**src/shared/adl_pkg.sv**
```systemverilog
// Purpose: Shared constants and carriers for one division of the
//          automatic depressurization logic.
// Assumes: 50 MHz ref_clk; all counts derive from the times below.
// Notes:   Long timers run on a 1 ms tick so the counters stay small.
//
// How it works
// - Each parameter counts only while two of four channels agree, live.
// - Each confirmed parameter latches on its own and annunciates.
// - Drywell pressure latch clears only by manual reset, never itself.
// - Manual resets are ignored while both votes are still satisfied.
// - Resetting initiation latches leaves timers running if conditions hold.
// - Level clearing before expiry resets timers; each new dip restarts.
// - Timing annunciation is high whenever any timer is counting.
// - Fire after pressure plus 29 s low level, else 8 min then 29 s.
// - Pump permissive is OR of three low and two high pressure pumps.
// - On expiry this division energizes its own pilot on every valve.
// - Indicator is high whenever any pilot output is energized.
// - Auto start needs low level with power-monitor permissive; inhibit blocks.
// - Manual inhibit acts only before firing; cannot close opened valves.
// - Inhibit annunciation is high for as long as inhibit is active.
// - Both collars rotated raise armed annunciation before buttons count.
// - Armed plus both buttons fires at once, bypassing timers, if pumps run.
// - Two delay circuits per division; firing needs both to expire.
// - Per valve selector; open position opens that valve regardless of logic.
// - Paired level channels are cross compared and disagreement flagged.
// - Channel verification result is refreshed every ten minutes.
// - Verification never gates or delays actuation.

package adl_pkg;

  // ********************************************************************
  // Clock and timing
  // ********************************************************************
  localparam int ADL_CLK_NS = 20;
  localparam int ADL_TICK_NS = 1000000;
  localparam int ADL_TICK_CYCLES = ADL_TICK_NS / ADL_CLK_NS;
  localparam int ADL_ACT_S = 29;
  localparam int ADL_BYP_MIN = 8;
  localparam int ADL_VERIFY_MIN = 10;
  localparam int ADL_ACT_MS = ADL_ACT_S * 1000;
  localparam int ADL_BYP_MS = ADL_BYP_MIN * 60 * 1000;
  localparam int ADL_VERIFY_MS = ADL_VERIFY_MIN * 60 * 1000;
  localparam int ADL_MS_W = 20;
  localparam int ADL_TICK_W = 16;
  localparam int ADL_FILT_CYCLES = 4;
  localparam int ADL_FILT_W = 3;

  // ********************************************************************
  // Structure sizes and encodings
  // ********************************************************************
  localparam int ADL_VALVES = 8;
  localparam int ADL_IN_W = 40;
  localparam logic [1:0] ADL_SEL_OFF = 2'h0;
  localparam logic [1:0] ADL_SEL_AUTO = 2'h1;
  localparam logic [1:0] ADL_SEL_OPEN = 2'h2;

  typedef struct packed {
    logic [3:0] dw_trip;
    logic [3:0] lvl_trip;
    logic [3:0] lvl_aux;
    logic [4:0] pump_press;
    logic transient_without_scram_perm;
  } adl_sense_s;

  typedef struct packed {
    logic inhibit;
    logic man_reset;
    logic [1:0] collar;
    logic [1:0] button;
  } adl_oper_s;

  typedef logic [ADL_VALVES-1:0][1:0] adl_sel_t;

  typedef struct packed {
    logic dw_latched;
    logic lvl_latched;
    logic init_latched;
    logic timing;
    logic inhibit;
    logic armed;
    logic pilot_on;
    logic mismatch;
    logic [3:0] chan_fault;
  } adl_annun_s;

  typedef enum {ADL_ST_STANDBY, ADL_ST_FIRED} adl_state_e;

endpackage : adl_pkg

```
**src/rtl/adl_filter.sv**
```systemverilog
// Purpose: Synchronize and deglitch a vector of asynchronous inputs.
// Assumes: Inputs are slow switch or trip levels.
// Notes:   A bit changes only after ADL_FILT_CYCLES stable samples.
`timescale 1ns/1ns
module adl_filter #(
  parameter int W = 8
) (
  input wire logic ref_clk,
  input wire logic rst,
  input wire logic [W-1:0] raw,
  output logic [W-1:0] clean
);
  import adl_pkg::*;

  logic [W-1:0] sync1;
  logic [W-1:0] sync2;
  logic [W-1:0] next_clean;
  logic [W-1:0][ADL_FILT_W-1:0] cnt;
  logic [W-1:0][ADL_FILT_W-1:0] next_cnt;

  // *******************************************************************
  // Stability counters, one per bit
  // *******************************************************************
  // A one-cycle glitch never reaches the voting logic
  always_comb begin
    next_clean = clean;
    next_cnt = cnt;
    for (int i = 0; i < W; i++) begin
      if (sync2[i] == clean[i]) begin
        next_cnt[i] = '0;
      end else if (cnt[i] == ADL_FILT_W'(ADL_FILT_CYCLES - 1)) begin
        next_cnt[i] = '0;
        next_clean[i] = sync2[i];
      end else begin
        next_cnt[i] = cnt[i] + 1'b1;
      end
    end
  end

  // Two-flop synchronizer then registered filter state
  always_ff @(posedge ref_clk) begin
    if (rst) begin
      sync1 <= '0;
      sync2 <= '0;
      clean <= '0;
      cnt <= '0;
    end else begin
      sync1 <= raw;
      sync2 <= sync1;
      clean <= next_clean;
      cnt <= next_cnt;
    end
  end

endmodule : adl_filter

```
**src/rtl/adl_top.sv**
```systemverilog
// Purpose: One division of automatic depressurization voting and timing.
// Assumes: Trip and switch inputs are asynchronous levels, high = active.
// Notes:   Long delays are parameters so simulation can shorten them.
`timescale 1ns/1ns
module adl_top #(
  parameter int TICK_CYCLES = adl_pkg::ADL_TICK_CYCLES,
  parameter int ACT_MS = adl_pkg::ADL_ACT_MS,
  parameter int BYP_MS = adl_pkg::ADL_BYP_MS,
  parameter int VERIFY_MS = adl_pkg::ADL_VERIFY_MS
) (
  input wire logic ref_clk,
  input wire logic rst,
  input wire adl_pkg::adl_sense_s sense,
  input wire adl_pkg::adl_oper_s oper,
  input wire adl_pkg::adl_sel_t valve_sel,
  output adl_pkg::adl_annun_s annun,
  output logic [adl_pkg::ADL_VALVES-1:0] pilot
);
  import adl_pkg::*;

  localparam logic [ADL_TICK_W-1:0] TICK_LIM = ADL_TICK_W'(TICK_CYCLES - 1);
  localparam logic [ADL_MS_W-1:0] ACT_LIM = ADL_MS_W'(ACT_MS);
  localparam logic [ADL_MS_W-1:0] BYP_LIM = ADL_MS_W'(BYP_MS);
  localparam logic [ADL_MS_W-1:0] VER_LIM = ADL_MS_W'(VERIFY_MS - 1);

  // *******************************************************************
  // Helper functions
  // *******************************************************************
  // Two or more of four channels tripped
  function automatic logic vote_2of4(input logic [3:0] ch);
    logic [2:0] n;
    n = 3'(ch[0]) + 3'(ch[1]) + 3'(ch[2]) + 3'(ch[3]);
    return n >= 3'h2;
  endfunction : vote_2of4

  // Saturating ms timer: clears whenever its run condition drops
  function automatic logic [ADL_MS_W-1:0] tmr_next(
    input logic run,
    input logic tick,
    input logic [ADL_MS_W-1:0] cnt,
    input logic [ADL_MS_W-1:0] lim
  );
    logic [ADL_MS_W-1:0] r;
    r = cnt;
    if (!run) begin
      r = '0;
    end else if (tick && cnt != lim) begin
      r = cnt + 1'b1;
    end
    return r;
  endfunction : tmr_next

  // *******************************************************************
  // Input conditioning
  // *******************************************************************
  adl_sense_s s;
  adl_oper_s o;
  adl_sel_t sel;

  adl_filter #(
    .W(ADL_IN_W)
  ) u_filter (
    .ref_clk(ref_clk),
    .rst(rst),
    .raw({sense, oper, valve_sel}),
    .clean({s, o, sel})
  );

  // *******************************************************************
  // Combinational decisions
  // *******************************************************************
  logic dw_vote;
  logic lvl_vote;
  logic pump_perm;
  logic reset_ok;
  logic byp_done;
  logic act_run;
  logic act_done;
  logic auto_fire;
  logic man_fire;
  logic [3:0] mism_now;
  // Timer counts are read by the decisions below, so declared first
  logic [ADL_MS_W-1:0] byp_cnt;
  logic [ADL_MS_W-1:0] next_byp_cnt;
  logic [ADL_MS_W-1:0] act_a_cnt;
  logic [ADL_MS_W-1:0] next_act_a_cnt;
  logic [ADL_MS_W-1:0] act_b_cnt;
  logic [ADL_MS_W-1:0] next_act_b_cnt;

  // Live votes drive timing, latches only drive annunciation
  assign dw_vote = vote_2of4(s.dw_trip);
  assign lvl_vote = vote_2of4(s.lvl_trip);
  assign pump_perm = |s.pump_press;
  // Reset refused while both parameters still vote
  assign reset_ok = o.man_reset && !(dw_vote && lvl_vote);
  assign byp_done = byp_cnt == BYP_LIM;
  // Timers restart from zero whenever level recovers
  assign act_run = lvl_vote && s.transient_without_scram_perm && (dw_vote || byp_done);
  assign act_done = (act_a_cnt == ACT_LIM) && (act_b_cnt == ACT_LIM);
  // Inhibit only stops a start; verification is absent from this path
  assign auto_fire = act_run && act_done && pump_perm && !o.inhibit;
  // Buttons are taken only once armed has been registered
  assign man_fire = annun.armed && (&o.button) && pump_perm;
  assign mism_now = s.lvl_trip ^ s.lvl_aux;

  // *******************************************************************
  // State
  // *******************************************************************
  adl_state_e state;
  adl_state_e next_state;
  logic [ADL_TICK_W-1:0] tick_cnt;
  logic [ADL_TICK_W-1:0] next_tick_cnt;
  logic tick;
  logic next_tick;
  logic [ADL_MS_W-1:0] ver_cnt;
  logic [ADL_MS_W-1:0] next_ver_cnt;
  logic [3:0] mism_acc;
  logic [3:0] next_mism_acc;
  adl_annun_s next_annun;
  logic [ADL_VALVES-1:0] next_pilot;

  // Millisecond tick divider keeps the long counters narrow
  always_comb begin
    next_tick = 1'b0;
    next_tick_cnt = tick_cnt + 1'b1;
    if (tick_cnt == TICK_LIM) begin
      next_tick_cnt = '0;
      next_tick = 1'b1;
    end
  end

  // Timers: bypass runs on low level alone, delay pair on full start
  always_comb begin
    next_byp_cnt = tmr_next(lvl_vote, tick, byp_cnt, BYP_LIM);
    next_act_a_cnt = tmr_next(act_run, tick, act_a_cnt, ACT_LIM);
    next_act_b_cnt = tmr_next(act_run, tick, act_b_cnt, ACT_LIM);
  end

  // Firing sequence; once fired, inhibit has no say
  always_comb begin
    next_state = state;
    case (state)
      ADL_ST_STANDBY: begin
        if (auto_fire || man_fire) begin
          next_state = ADL_ST_FIRED;
        end
      end
      ADL_ST_FIRED: begin
        if (reset_ok && !lvl_vote) begin
          next_state = ADL_ST_STANDBY;
        end
      end
      default: begin
        next_state = ADL_ST_STANDBY;
      end
    endcase
  end

  // Periodic channel verification, sticky between strobes
  always_comb begin
    next_ver_cnt = ver_cnt;
    next_mism_acc = mism_acc | mism_now;
    next_annun = annun;
    if (tick) begin
      next_ver_cnt = ver_cnt + 1'b1;
      if (ver_cnt == VER_LIM) begin
        next_ver_cnt = '0;
        next_annun.chan_fault = mism_acc | mism_now;
        next_mism_acc = mism_now;
      end
    end
    next_annun.mismatch = |mism_now;
    // Latches: set wins over a same-cycle reset
    next_annun.dw_latched = dw_vote || (annun.dw_latched && !reset_ok);
    next_annun.lvl_latched = lvl_vote || (annun.lvl_latched && !reset_ok);
    // Latch reset touches nothing in the timers
    next_annun.init_latched = act_run ||
      (annun.init_latched && !reset_ok);
    next_annun.timing = (lvl_vote && !byp_done) ||
      (act_run && !act_done);
    next_annun.inhibit = o.inhibit;
    next_annun.armed = &o.collar;
    next_annun.pilot_on = |next_pilot;
  end

  // Pilots: division drive on every valve, selector open overrides
  always_comb begin
    for (int v = 0; v < ADL_VALVES; v++) begin
      next_pilot[v] = (next_state == ADL_ST_FIRED) ||
        (sel[v] == ADL_SEL_OPEN);
    end
  end

  // Registers only
  always_ff @(posedge ref_clk) begin
    if (rst) begin
      state <= ADL_ST_STANDBY;
      tick_cnt <= '0;
      tick <= 1'b0;
      byp_cnt <= '0;
      act_a_cnt <= '0;
      act_b_cnt <= '0;
      ver_cnt <= '0;
      mism_acc <= '0;
      annun <= '0;
      pilot <= '0;
    end else begin
      state <= next_state;
      tick_cnt <= next_tick_cnt;
      tick <= next_tick;
      byp_cnt <= next_byp_cnt;
      act_a_cnt <= next_act_a_cnt;
      act_b_cnt <= next_act_b_cnt;
      ver_cnt <= next_ver_cnt;
      mism_acc <= next_mism_acc;
      annun <= next_annun;
      pilot <= next_pilot;
    end
  end

endmodule : adl_top

```
**config.mk**
```make
export PLATFORM = sky130hd
export DESIGN_NAME = adl_top
export DESIGN_NICKNAME = d
export VERILOG_FILES = /design/src/shared/adl_pkg.sv /design/src/rtl/adl_filter.sv /design/src/rtl/adl_top.sv
export SDC_FILE = /design/constraint.sdc
export NUM_CORES = 1
export LEC_CHECK = 0
export ABC_AREA = 0
export BUFFER_PORTS_ARGS = -buffer_cell sky130_fd_sc_hd__buf_2
export CAP_MARGIN = 25
export CORE_UTILIZATION = 45
export CTS_BUF_LIST = sky130_fd_sc_hd__clkbuf_4 sky130_fd_sc_hd__clkbuf_8 sky130_fd_sc_hd__clkbuf_16
export CTS_CLUSTER_SIZE = 40
export DETAILED_ROUTE_END_ITERATION = 10
export REMOVE_ABC_BUFFERS = 1
export SYNTH_ARGS = -nofsm -noshare
export SYNTH_HDL_FRONTEND = slang
export SYNTH_SLANG_ARGS = --single-unit
```
**constraint.sdc**
```tcl
create_clock -name ref_clk -period 3 [get_ports ref_clk]
set_input_delay 0.15 -clock ref_clk [delete_from_list [all_inputs] [get_ports ref_clk]]
set_output_delay 0.15 -clock ref_clk [all_outputs]
set_load 0.01 [all_outputs]
```
======== Yosys cells after proc, flatten, opt, wreduce, memory -nomap -nowiden ========
Cells that the tools add are included.
operators by class
  bitwise gates (word level) .............. 44
  reductions and logical operators ........ 129
  mux-type cells .......................... 7
  eq/ne operators ......................... 98
  $add $sub $neg .......................... 51
  order comparisons ....................... 2
operator list
  operator               count
  $add 3x1->3 const B    40
  $eq 3x2->1 const B     40
  $reduce_or 3->1        40
  $reduce_and 2->1       43
  $add 20x1->20 const B  4
  $mux 32                2
  $pmux 32 s2            1
  $not 1->1              42
  $eq 1x1->1             40
  $eq 20x15->1 const B   2
  $ne 20x15->1 const B   2
  $eq 32x1->1 const B    1
  $eq 32x2->1 const B    1
  $logic_not 32->1       1
  $eq 20x19->1 const B   1
  $eq 20x20->1 const B   1
  $mux 20                1
  $ne 20x19->1 const B   1
  $logic_and 1x1->1      19
  $add 16x1->16 const B  1
  $eq 16x16->1 const B   1
  $eq 2x2->1 const B     8
  $logic_or 1x1->1       14
  $mux 4                 2
  other kinds (12)       23
word-level totals
  flip-flop bits (word level) ............. 393
  output and inout bits ................... 20

======== Logic depth before layout (Yosys ltp) ========
Gate-level depths: netlist (run 1).
  word-level depth ........................ 15
  gate-level depth with buffers ........... 8
  depth with buffers taken out ............ 7

======== By module ========
Synthesis (run 1) repeated with hierarchy kept, for this count alone.
second synthesis, totals
  cell total of the unflattened synthesis .. 1386
  area total of the unflattened synthesis .. 14978.1 um^2
by module, submodules not included
  module      sequential area each (um^2)  cells an instance  area each (um^2)  times used
  adl_filter  4804.6                       706                8692.1            1
  adl_top     3062.9                       680                6286.0            1

======== Worst setup path before layout (run 1) ========
OpenSTA, ideal clock, no wires.
  path kind ............................... register to register
  from .................................... register u_filter.clean[32]
  to ...................................... register pilot[6] (netlist bit)
  library setup time ...................... 86 ps
  data required time ...................... 2914 ps
  stages on the path, launching flop included .. 7
  arrival time ............................ 2022 ps
  setup slack ............................. 892 ps
  cells stage by stage .................... dfxtp_1 fa_1 a21oi_2 and3_4 a2111oi_2 inv_2 a221oi_2
on the way
  word-level cells in the longest chain between the ends .. 14
  elaborated cells on any way between the ends .. 20
ends and longest elaborated chain
  what                             RTL line          text
  start: declaration               adl_filter.sv:11  output logic [W-1:0] clean
  start signal: assignment         adl_filter.sv:50  clean <= next_clean;
  $add 1x1->2 *                    adl_top.sv:32     n = 3'(ch[0]) + 3'(ch[1]) + 3'(ch[2]) + 3'(ch[3]);
  $add 2x1->3 *                    adl_top.sv:32
  $add 3x1->3 *                    adl_top.sv:32
  $ge 3x2->1 *                     adl_top.sv:33     return n >= 3'h2;
  $logic_and 1x1->1 (2 in series)  adl_top.sv:98     assign act_run = lvl_vote && s.transient_without_scram_perm && (dw_vote || byp_done);
  $logic_and 1x1->1 (3 in series)  adl_top.sv:101    assign auto_fire = act_run && act_done && pump_perm && !o.inhibit;
  $logic_or 1x1->1                 adl_top.sv:144    if (auto_fire || man_fire) begin
  $mux 32                          adl_top.sv:144
  $pmux 32 s2 *                    adl_top.sv:142    case (state)
  $eq 32x2->1 *                    adl_top.sv:189    next_pilot[v] = (next_state == ADL_ST_FIRED) ||
  $logic_or 1x1->1 *               adl_top.sv:189
  end signal: assignment           adl_top.sv:217    pilot <= next_pilot;
  end: declaration                 adl_top.sv:17     output logic [adl_pkg::ADL_VALVES-1:0] pilot
Every way passes the cells marked *; elsewhere a longest branch is shown, timed or not.
A chain may end at the register's enable or synchronous reset.

======== Worst setup path in the final report (run 1) ========
Ends and elaborated chain as after synthesis.

==> results.md, run 1 <==
- Synthesized instance count: 1,443
- WHS: 0.137 ns
- Setup bufs post-CTS: 0
- Detailed-route via count: 9,435
- Commonest cells after routing, fill and taps aside: dfxtp_1, nor2_1, inv_1
- Vias in the first global route: 8,907
- Initial antenna violation count: 0
- Max Cap Viol: 0
- I/O Pins: 62
- ANT cells: 0
- Chip Height: 182 µm
- Top FF cell, synth: dfxtp_1
- Max incr delay on CP: 0.65 ns
- Internal reg-to-reg setup slack: 0.55 ns
- Max FO, Critical Path: 5
- Pleak: 6.58 nW
- Placed Instances: 1,902
- Hold_sp: rst
- Clock power frac: 47.4%
- Filler cell count: 2,842
- Switch share: 19.9%
- Largest net degree at the start of global routing: 183
- Chip width: 182 µm
- Skew final: 0.0167 ns
- Synth warn: 0
- Final WL: 23,000 µm
- Worst Hold Class: in2reg
- Tot GR Track Use: 14.3%
- Min-Delay Path Depth: 5
- Crit path time final: 2.45 ns
- Slew headroom: 45.7%
- Clock latency on the worst-skew pair: 0.53 ns
- Hold Path End: pilot[5]
- Fin area: 17,100 µm²
- DRT Pass-1 Iters: 5
- FF+latch area: 7870 µm²
- Worst-path clk slew: 0.06 ns
- Final Core Density: 54.1%
- CP Capture Type: flop
- Hold Vio Cnt, Final: 0
- Sequential share of the synthesized area: 54.1%
- CP Data Required Time: 3.45 ns
- Synth Register Bits: 393
- Post-Syn Area: 14,500 µm²
- CTS tree: yes
- Combinational power share: 2.1%
- Core area: 31,600 µm²
- Die area: 33,000 µm²
- Global route total overflow: 0
- Async S/R FF share, synth: 0%
- Tcrit/Tclk final: 81.6%
- Area grow syn2layout: 17.7%
- Vias per cell: 4.68
- Hpwl dp: 15,000 µm
- Internal power: 0.00847 W
- Worst setup path class: reg2reg
- Placed cell area: 15,300 µm²
- Sink Count: 393
- Final non-filler cell total: 2,016
- Fmax: 408 MHz
- Peak supply drop: 0.000313 V
- Number of port buffers: 61
- Synth unique cells: 57
- Post-route setup TNS: 0 ns
- RSZ-0062 raised after global routing: no
- First-pass GRT wire length: 39,800 µm
- Mean Syn Cell Area: 10.1 µm²
- Switching power: 0.00211 W
- Initial Util: 46.0%
- Final ANT Viol Nets: 0
- Share of layout cells above drive strength 1: 9.91%
- Num CTS Buffers: 41
- CP max stage cell: fa_1
- Crit path launch type: flop
- CTS Buffer Depth: 3
- Nets: 1,715
- Status: complete, no violations
- RR Endpoint: pilot[6]
- Sequential share of power: 50.6%
- Area of the multi-input gates: 6240 µm²
- Row count: 65
- CP arrival: 2.90 ns
- Clock H-tree levels: 2
- Most common cell after layout, fill and taps aside: dfxtp_1
- Max-slew violation count: 0
- Reg-to-reg startpoint: u_filter.clean[32]
- R2R depth: 6
- DR DRC count: 0
- GP Congestion: 0.763
- Worst slew pin tran: 0.814 ns
- EDFF count, synth: 0
- Wire per inst: 11.4 µm
- Cell area power density: 618 nW/µm²
- CTS root buffer: clkbuf_16
- CP cell instances: fa_1, a21oi_2, and3_4, a2111oi_2, inv_2, a221oi_2
- Initial drt markers: 327
- Setup-failing EPs final: 0
## synthesized netlist by cell type (4+ instances only)
cell type  number  area [µm²]
dfxtp_1       393        7870
nor2_1        283        1060
inv_1          96         360
ha_1           88        1100
nor2b_1        86         538
xnor2_1        79         692
xor2_1         55         482
mux2i_1        44         440
or3_1          42         263
nand2_1        36         135
nand3_1        35         175
nand4_1        32         200
clkbuf_1       25        93.8
nor3_1         16        80.1
and3_1         14        87.6
a21oi_1        13        65.1
nor4_1         13        81.3
and4_1         11        96.3
nand2b_1        9        56.3
o21ai_0         8        40.0
buf_2           5        25.0
buf_6           4        45.0
nor3b_1         4        30.0
## logic make-up (layout without fill, tap and decap cells)
| family | Yosys count | in the layout | share of synthesized area, % |
|---|---|---|---|
| simple gates | 608 | 608 | 21.2 |
| other cells | 1 | 31 | 0.0258 |
| compound gates | 39 | 39 | 1.98 |
| fa+ha+maj | 90 | 90 | 7.85 |
| buf+inv | 134 | 275 | 3.71 |
| xor+xnor | 134 | 134 | 8.07 |
| flops | 393 | 393 | 54.1 |
| mux | 44 | 44 | 3.03 |
## flip-flops by register name, indices dropped and copies added, names as in the netlist
register / flops
u_filter.cnt: 120
u_filter.clean: 40
u_filter.sync1: 40
u_filter.sync2: 40
state: 32
act_a_cnt: 20
act_b_cnt: 20
byp_cnt: 20
ver_cnt: 20
tick_cnt: 16
annun: 12
pilot: 8
mism_acc: 4
tick: 1
## worst max-delay path by stage
stage	start	cells after the start	slack (ns)	to
after floorplan	u_filter.clean[32]	6	0.89	pilot[6]
after global placement	u_filter.clean[32]	6	0.59	pilot[6]
after detailed placement	u_filter.clean[32]	6	0.58	pilot[6]
after CTS	u_filter.clean[32]	6	0.56	pilot[6]
after global routing	u_filter.clean[32]	6	0.47	pilot[6]
final	u_filter.clean[32]	6	0.55	pilot[6]
## what timing repair did
action                                 4_1_cts  5_1_grt
endpoints found under the hold margin       40        0
hold buffers                                40        0
resized for setup                            0        0
## routing by layer
layer	share of wire (%)	routed length [µm]	vias up	global-route usage [%]
met1	48	11100	4336	18.1
li1	-	-	4967	-
met4	2.3	530	0	4.75
met5	0	0	-	0
met3	3.4	790	41	2.89
met2	46	10600	91	24.3
## critical path, delay by kind of cell (launching register included)
family	cells	cell delay, ns
flops	1	0.36
compound gates	3	0.98
fa+ha+maj	1	0.65
simple gates	1	0.21
buf+inv	1	0.16
## layout make-up
type / instances / share of cell area (%)
flip-flops and latches: 393 / 46.0
clock inverters: 14 / 0.870
repair buffers: 104 / 4.36
multi-input cells: 946 / 36.5
well taps: 402 / 2.94
inverters: 97 / 2.13
clock buffers: 60 / 7.23
## power by group through the flow
| stage | sequential [W] | clock (W) | combinational [W] |
|---|---|---|---|
| detailed placement | 0.00547 | 0 | 0.000181 |
| finish | 0.00535 | 0.00501 | 0.000218 |
| global placement | 0.00546 | 0 | 0.000177 |
| floorplan | 0.00545 | 0 | 0.0000972 |
| CTS | 0.00535 | 0.00519 | 0.000221 |
| global route | 0.00536 | 0.00541 | 0.000249 |
## per-stage QoR
stage | worst slack (ns) | total power [W]
2_1_floorplan | 0.892 | 0.00555
3_3_place_gp | 0.594 | 0.00564
3_5_place_dp | 0.577 | 0.00565
4_1_cts | 0.563 | 0.0108
5_1_grt | 0.467 | 0.0110
6_report | 0.551 | 0.0106
(Power assumes the default switching activity.)
==> inputs of run 2 (changes only) <==
Clock period 3 ns to 2.15 ns, I/O delays scaled along.
==> run 2 against run 1 <==
Against the previous run:
- count of clock-buffer cells in the layout increased by 3
- clock power increased by 46%
- final area increased by 1.6%
- total power increased by 42%
- flip-flop and latch count unchanged
- register-to-register slack got worse by 0.47 ns
- combinational power increased by 40%
- sequential power increased by 40%
- routed wire length increased by 2.4%
- sequential share of layout area decreased by 0.72 points
- critical path depth increased by 1
- worst setup slack got worse by 0.47 ns
- critical endpoint unchanged
- largest power group unchanged
- highest routed layer unchanged
==> results.md, run 2 (synthesis results as in run 1) <==
- Worst setup path class: reg2reg (unchanged)
- R2R depth: 7 (was 6)
- Share of layout cells above drive strength 1: 11.3% (was 9.91%)
- Die area: 33,000 µm² (unchanged)
- RSZ-0062 raised after global routing: yes (was no)
- Number of port buffers: 61 (unchanged)
- Tot GR Track Use: 14.6% (was 14.3%)
- Worst Hold Class: in2reg (unchanged)
- Biggest register: u_filter.cnt (unchanged)
- Clock latency on the worst-skew pair: 0.53 ns (about the same)
- First-pass GRT wire length: 40,500 µm (was 39,800 µm)
- Crit path launch type: flop (unchanged)
- Fmax: 483 MHz (was 408 MHz)
- DRT Pass-1 Iters: 4 (was 5)
- Final non-filler cell total: 2,038 (was 2,016)
- Max-slew violation count: 0 (unchanged)
- Nets: 1,737 (was 1,715)
- Tcrit/Tclk final: 96.4% (was 81.6%)
- CTS root buffer: clkbuf_16 (unchanged)
- Row count: 65 (unchanged)
- Area grow syn2layout: 19.6% (was 17.7%)
- Reg-to-reg startpoint: u_filter.clean[32] (unchanged)
- Slew headroom: 43.6% (was 45.7%)
- RR Endpoint: pilot[6] (unchanged)
- Clock H-tree levels: 2 (unchanged)
- CP Capture Type: flop (unchanged)
- Skew final: 0.0179 ns (was 0.0167 ns)
- Pleak: 6.72 nW (was 6.58 nW)
- Worst setup path startpoint: u_filter.clean[32] (unchanged)
- Max Cap Viol: 0 (unchanged)
- Chip width: 182 µm (unchanged)
- I/O Pins: 62 (unchanged)
- Most common cell after layout, fill and taps aside: dfxtp_1 (unchanged)
- Min-Delay Path Depth: 3 (was 5)
- Global route total overflow: 0 (unchanged)
- Commonest cells after routing, fill and taps aside: dfxtp_1, nor2_1, inv_1 (unchanged)
- Final WL: 23,500 µm (was 23,000 µm)
- Crit path time final: 2.07 ns (was 2.45 ns)
- Cell area power density: 867 nW/µm² (was 618 nW/µm²)
- Worst slew pin tran: 0.846 ns (was 0.814 ns)
- Final ANT Viol Nets: 0 (unchanged)
- CP Data Required Time: 2.59 ns (was 3.45 ns)
- Fin area: 17,400 µm² (was 17,100 µm²)
- Initial antenna violation count: 0 (unchanged)
- Hpwl dp: 15,500 µm (was 15,000 µm)
- CP arrival: 2.51 ns (was 2.90 ns)
- Largest net degree at the start of global routing: 183 (unchanged)
- Peak supply drop: 0.000834 V (was 0.000313 V)
- ANT cells: 0 (unchanged)
- Chip Height: 182 µm (unchanged)
- Post-route setup TNS: 0 ns (unchanged)
- Setup crit end: pilot[6] (unchanged)
- Hold Vio Cnt, Final: 0 (unchanged)
- Status: complete, no violations (unchanged)
- Vias in the first global route: 9,078 (was 8,907)
- Num CTS Buffers: 43 (was 41)
- Internal reg-to-reg setup slack: 0.08 ns (was 0.55 ns)
- CTS tree: yes (unchanged)
- Sink Count: 393 (unchanged)
- CTS Buffer Depth: 3 (unchanged)
- Number of flip-flops under the largest register name: 120 (unchanged)
- Worst-path clk slew: 0.06 ns (about the same)
- Vias per cell: 4.63 (was 4.68)
- Detailed-route via count: 9,431 (was 9,435)
- Core area: 31,600 µm² (unchanged)
- GP Congestion: 0.739 (was 0.763)
- Placed cell area: 15,500 µm² (was 15,300 µm²)
- Wire per inst: 11.5 µm (was 11.4 µm)
- Initial drt markers: 269 (was 327)
- Initial Util: 46.0% (unchanged)
- Setup-failing EPs final: 0 (unchanged)
- Max FO, Critical Path: 5 (unchanged)
- Placed Instances: 1,922 (was 1,902)
- Total power: 0.0151 W (was 0.0106 W)
- DR DRC count: 0 (unchanged)
-- run 2: cell types whose count changed in the layout (fill, tap and decap cells not counted), moves of 2 or more --
cell / delta
clkbuf_16: +2
clkinvlp_4: +2
buf_4: +17
clkinv_2: -5
clkbuf_4: +3
clkinv_8: -2
inv_6: +3
clkbuf_8: -2
buf_12: +3
-- run 2: area by class of cell --
class / count / area (µm²)
Tap cell: 402 / 503
Clock inverter: 13 / 163
Multi-Input combinational cell: 946 / 6270
Inverter: 97 / 364
Clock buffer: 63 / 1280
Fill cell: 2806 / 14200
Sequential cell: 393 / 7870
Timing Repair Buffer: 124 / 935
-- run 2: metal layers --
layer  share of wire (%)  global-route usage [%]  vias to the layer above
met1                  49                    18.4                     4307
li1                    -                       -                     5002
met5                   0                       0                        -
met4                 2.4                    5.05                        0
met3                 3.0                    2.71                       41
met2                  46                    25.1                       81
-- run 2: how the worst min path moves through the flow --
stage / start / endpoint / slack (ns)
2_1_floorplan: rst / pilot[1] / 0.17
6_report: rst / u_filter.clean[13] / 0.13
3_3_place_gp: oper[3] / u_filter.sync1[19] / 0.31
3_5_place_dp: oper[3] / u_filter.sync1[19] / 0.32
5_1_grt: rst / u_filter.clean[13] / 0.19
4_1_cts: rst / u_filter.clean[13] / 0.21
-- run 2: timing repair --
| item | in CTS | in global routing |
|---|---|---|
| buffers inserted | 0 | 0 |
| gates resized for setup | 0 | 5 |
| hold buffers | 40 | 0 |
| setup endpoints to repair | 0 | 30 |
| endpoints found under the hold margin | 40 | 0 |
-- run 2: report_power, final --
group | switching (W) | internal (W) | leakage [nW]
clock | 0.00279 | 0.00451 | 0.718
sequential | 0.0000517 | 0.00741 | 3.20
combinational | 0.000142 | 0.000163 | 2.80
-- run 2: metrics by stage --
stage	util [%]	worst slack, ns	hold slack (ns)
after detailed placement	49.0	0.0661	0.319
after global placement	49.0	0.0866	0.315
after CTS	54.9	0.0514	0.207
after global routing	55.0	-0.0147	0.190
after floorplan	-	0.0417	0.172
final	55.0	0.0783	0.130
-- run 2: worst max-delay path, cell delays in order, from the launching register on --
cell       delay (ns)
dfxtp_2          0.33
fa_1             0.58
a21oi_2          0.08
and3_4           0.21
a2111oi_4        0.31
buf_4            0.19
inv_2            0.07
a221oi_2         0.23
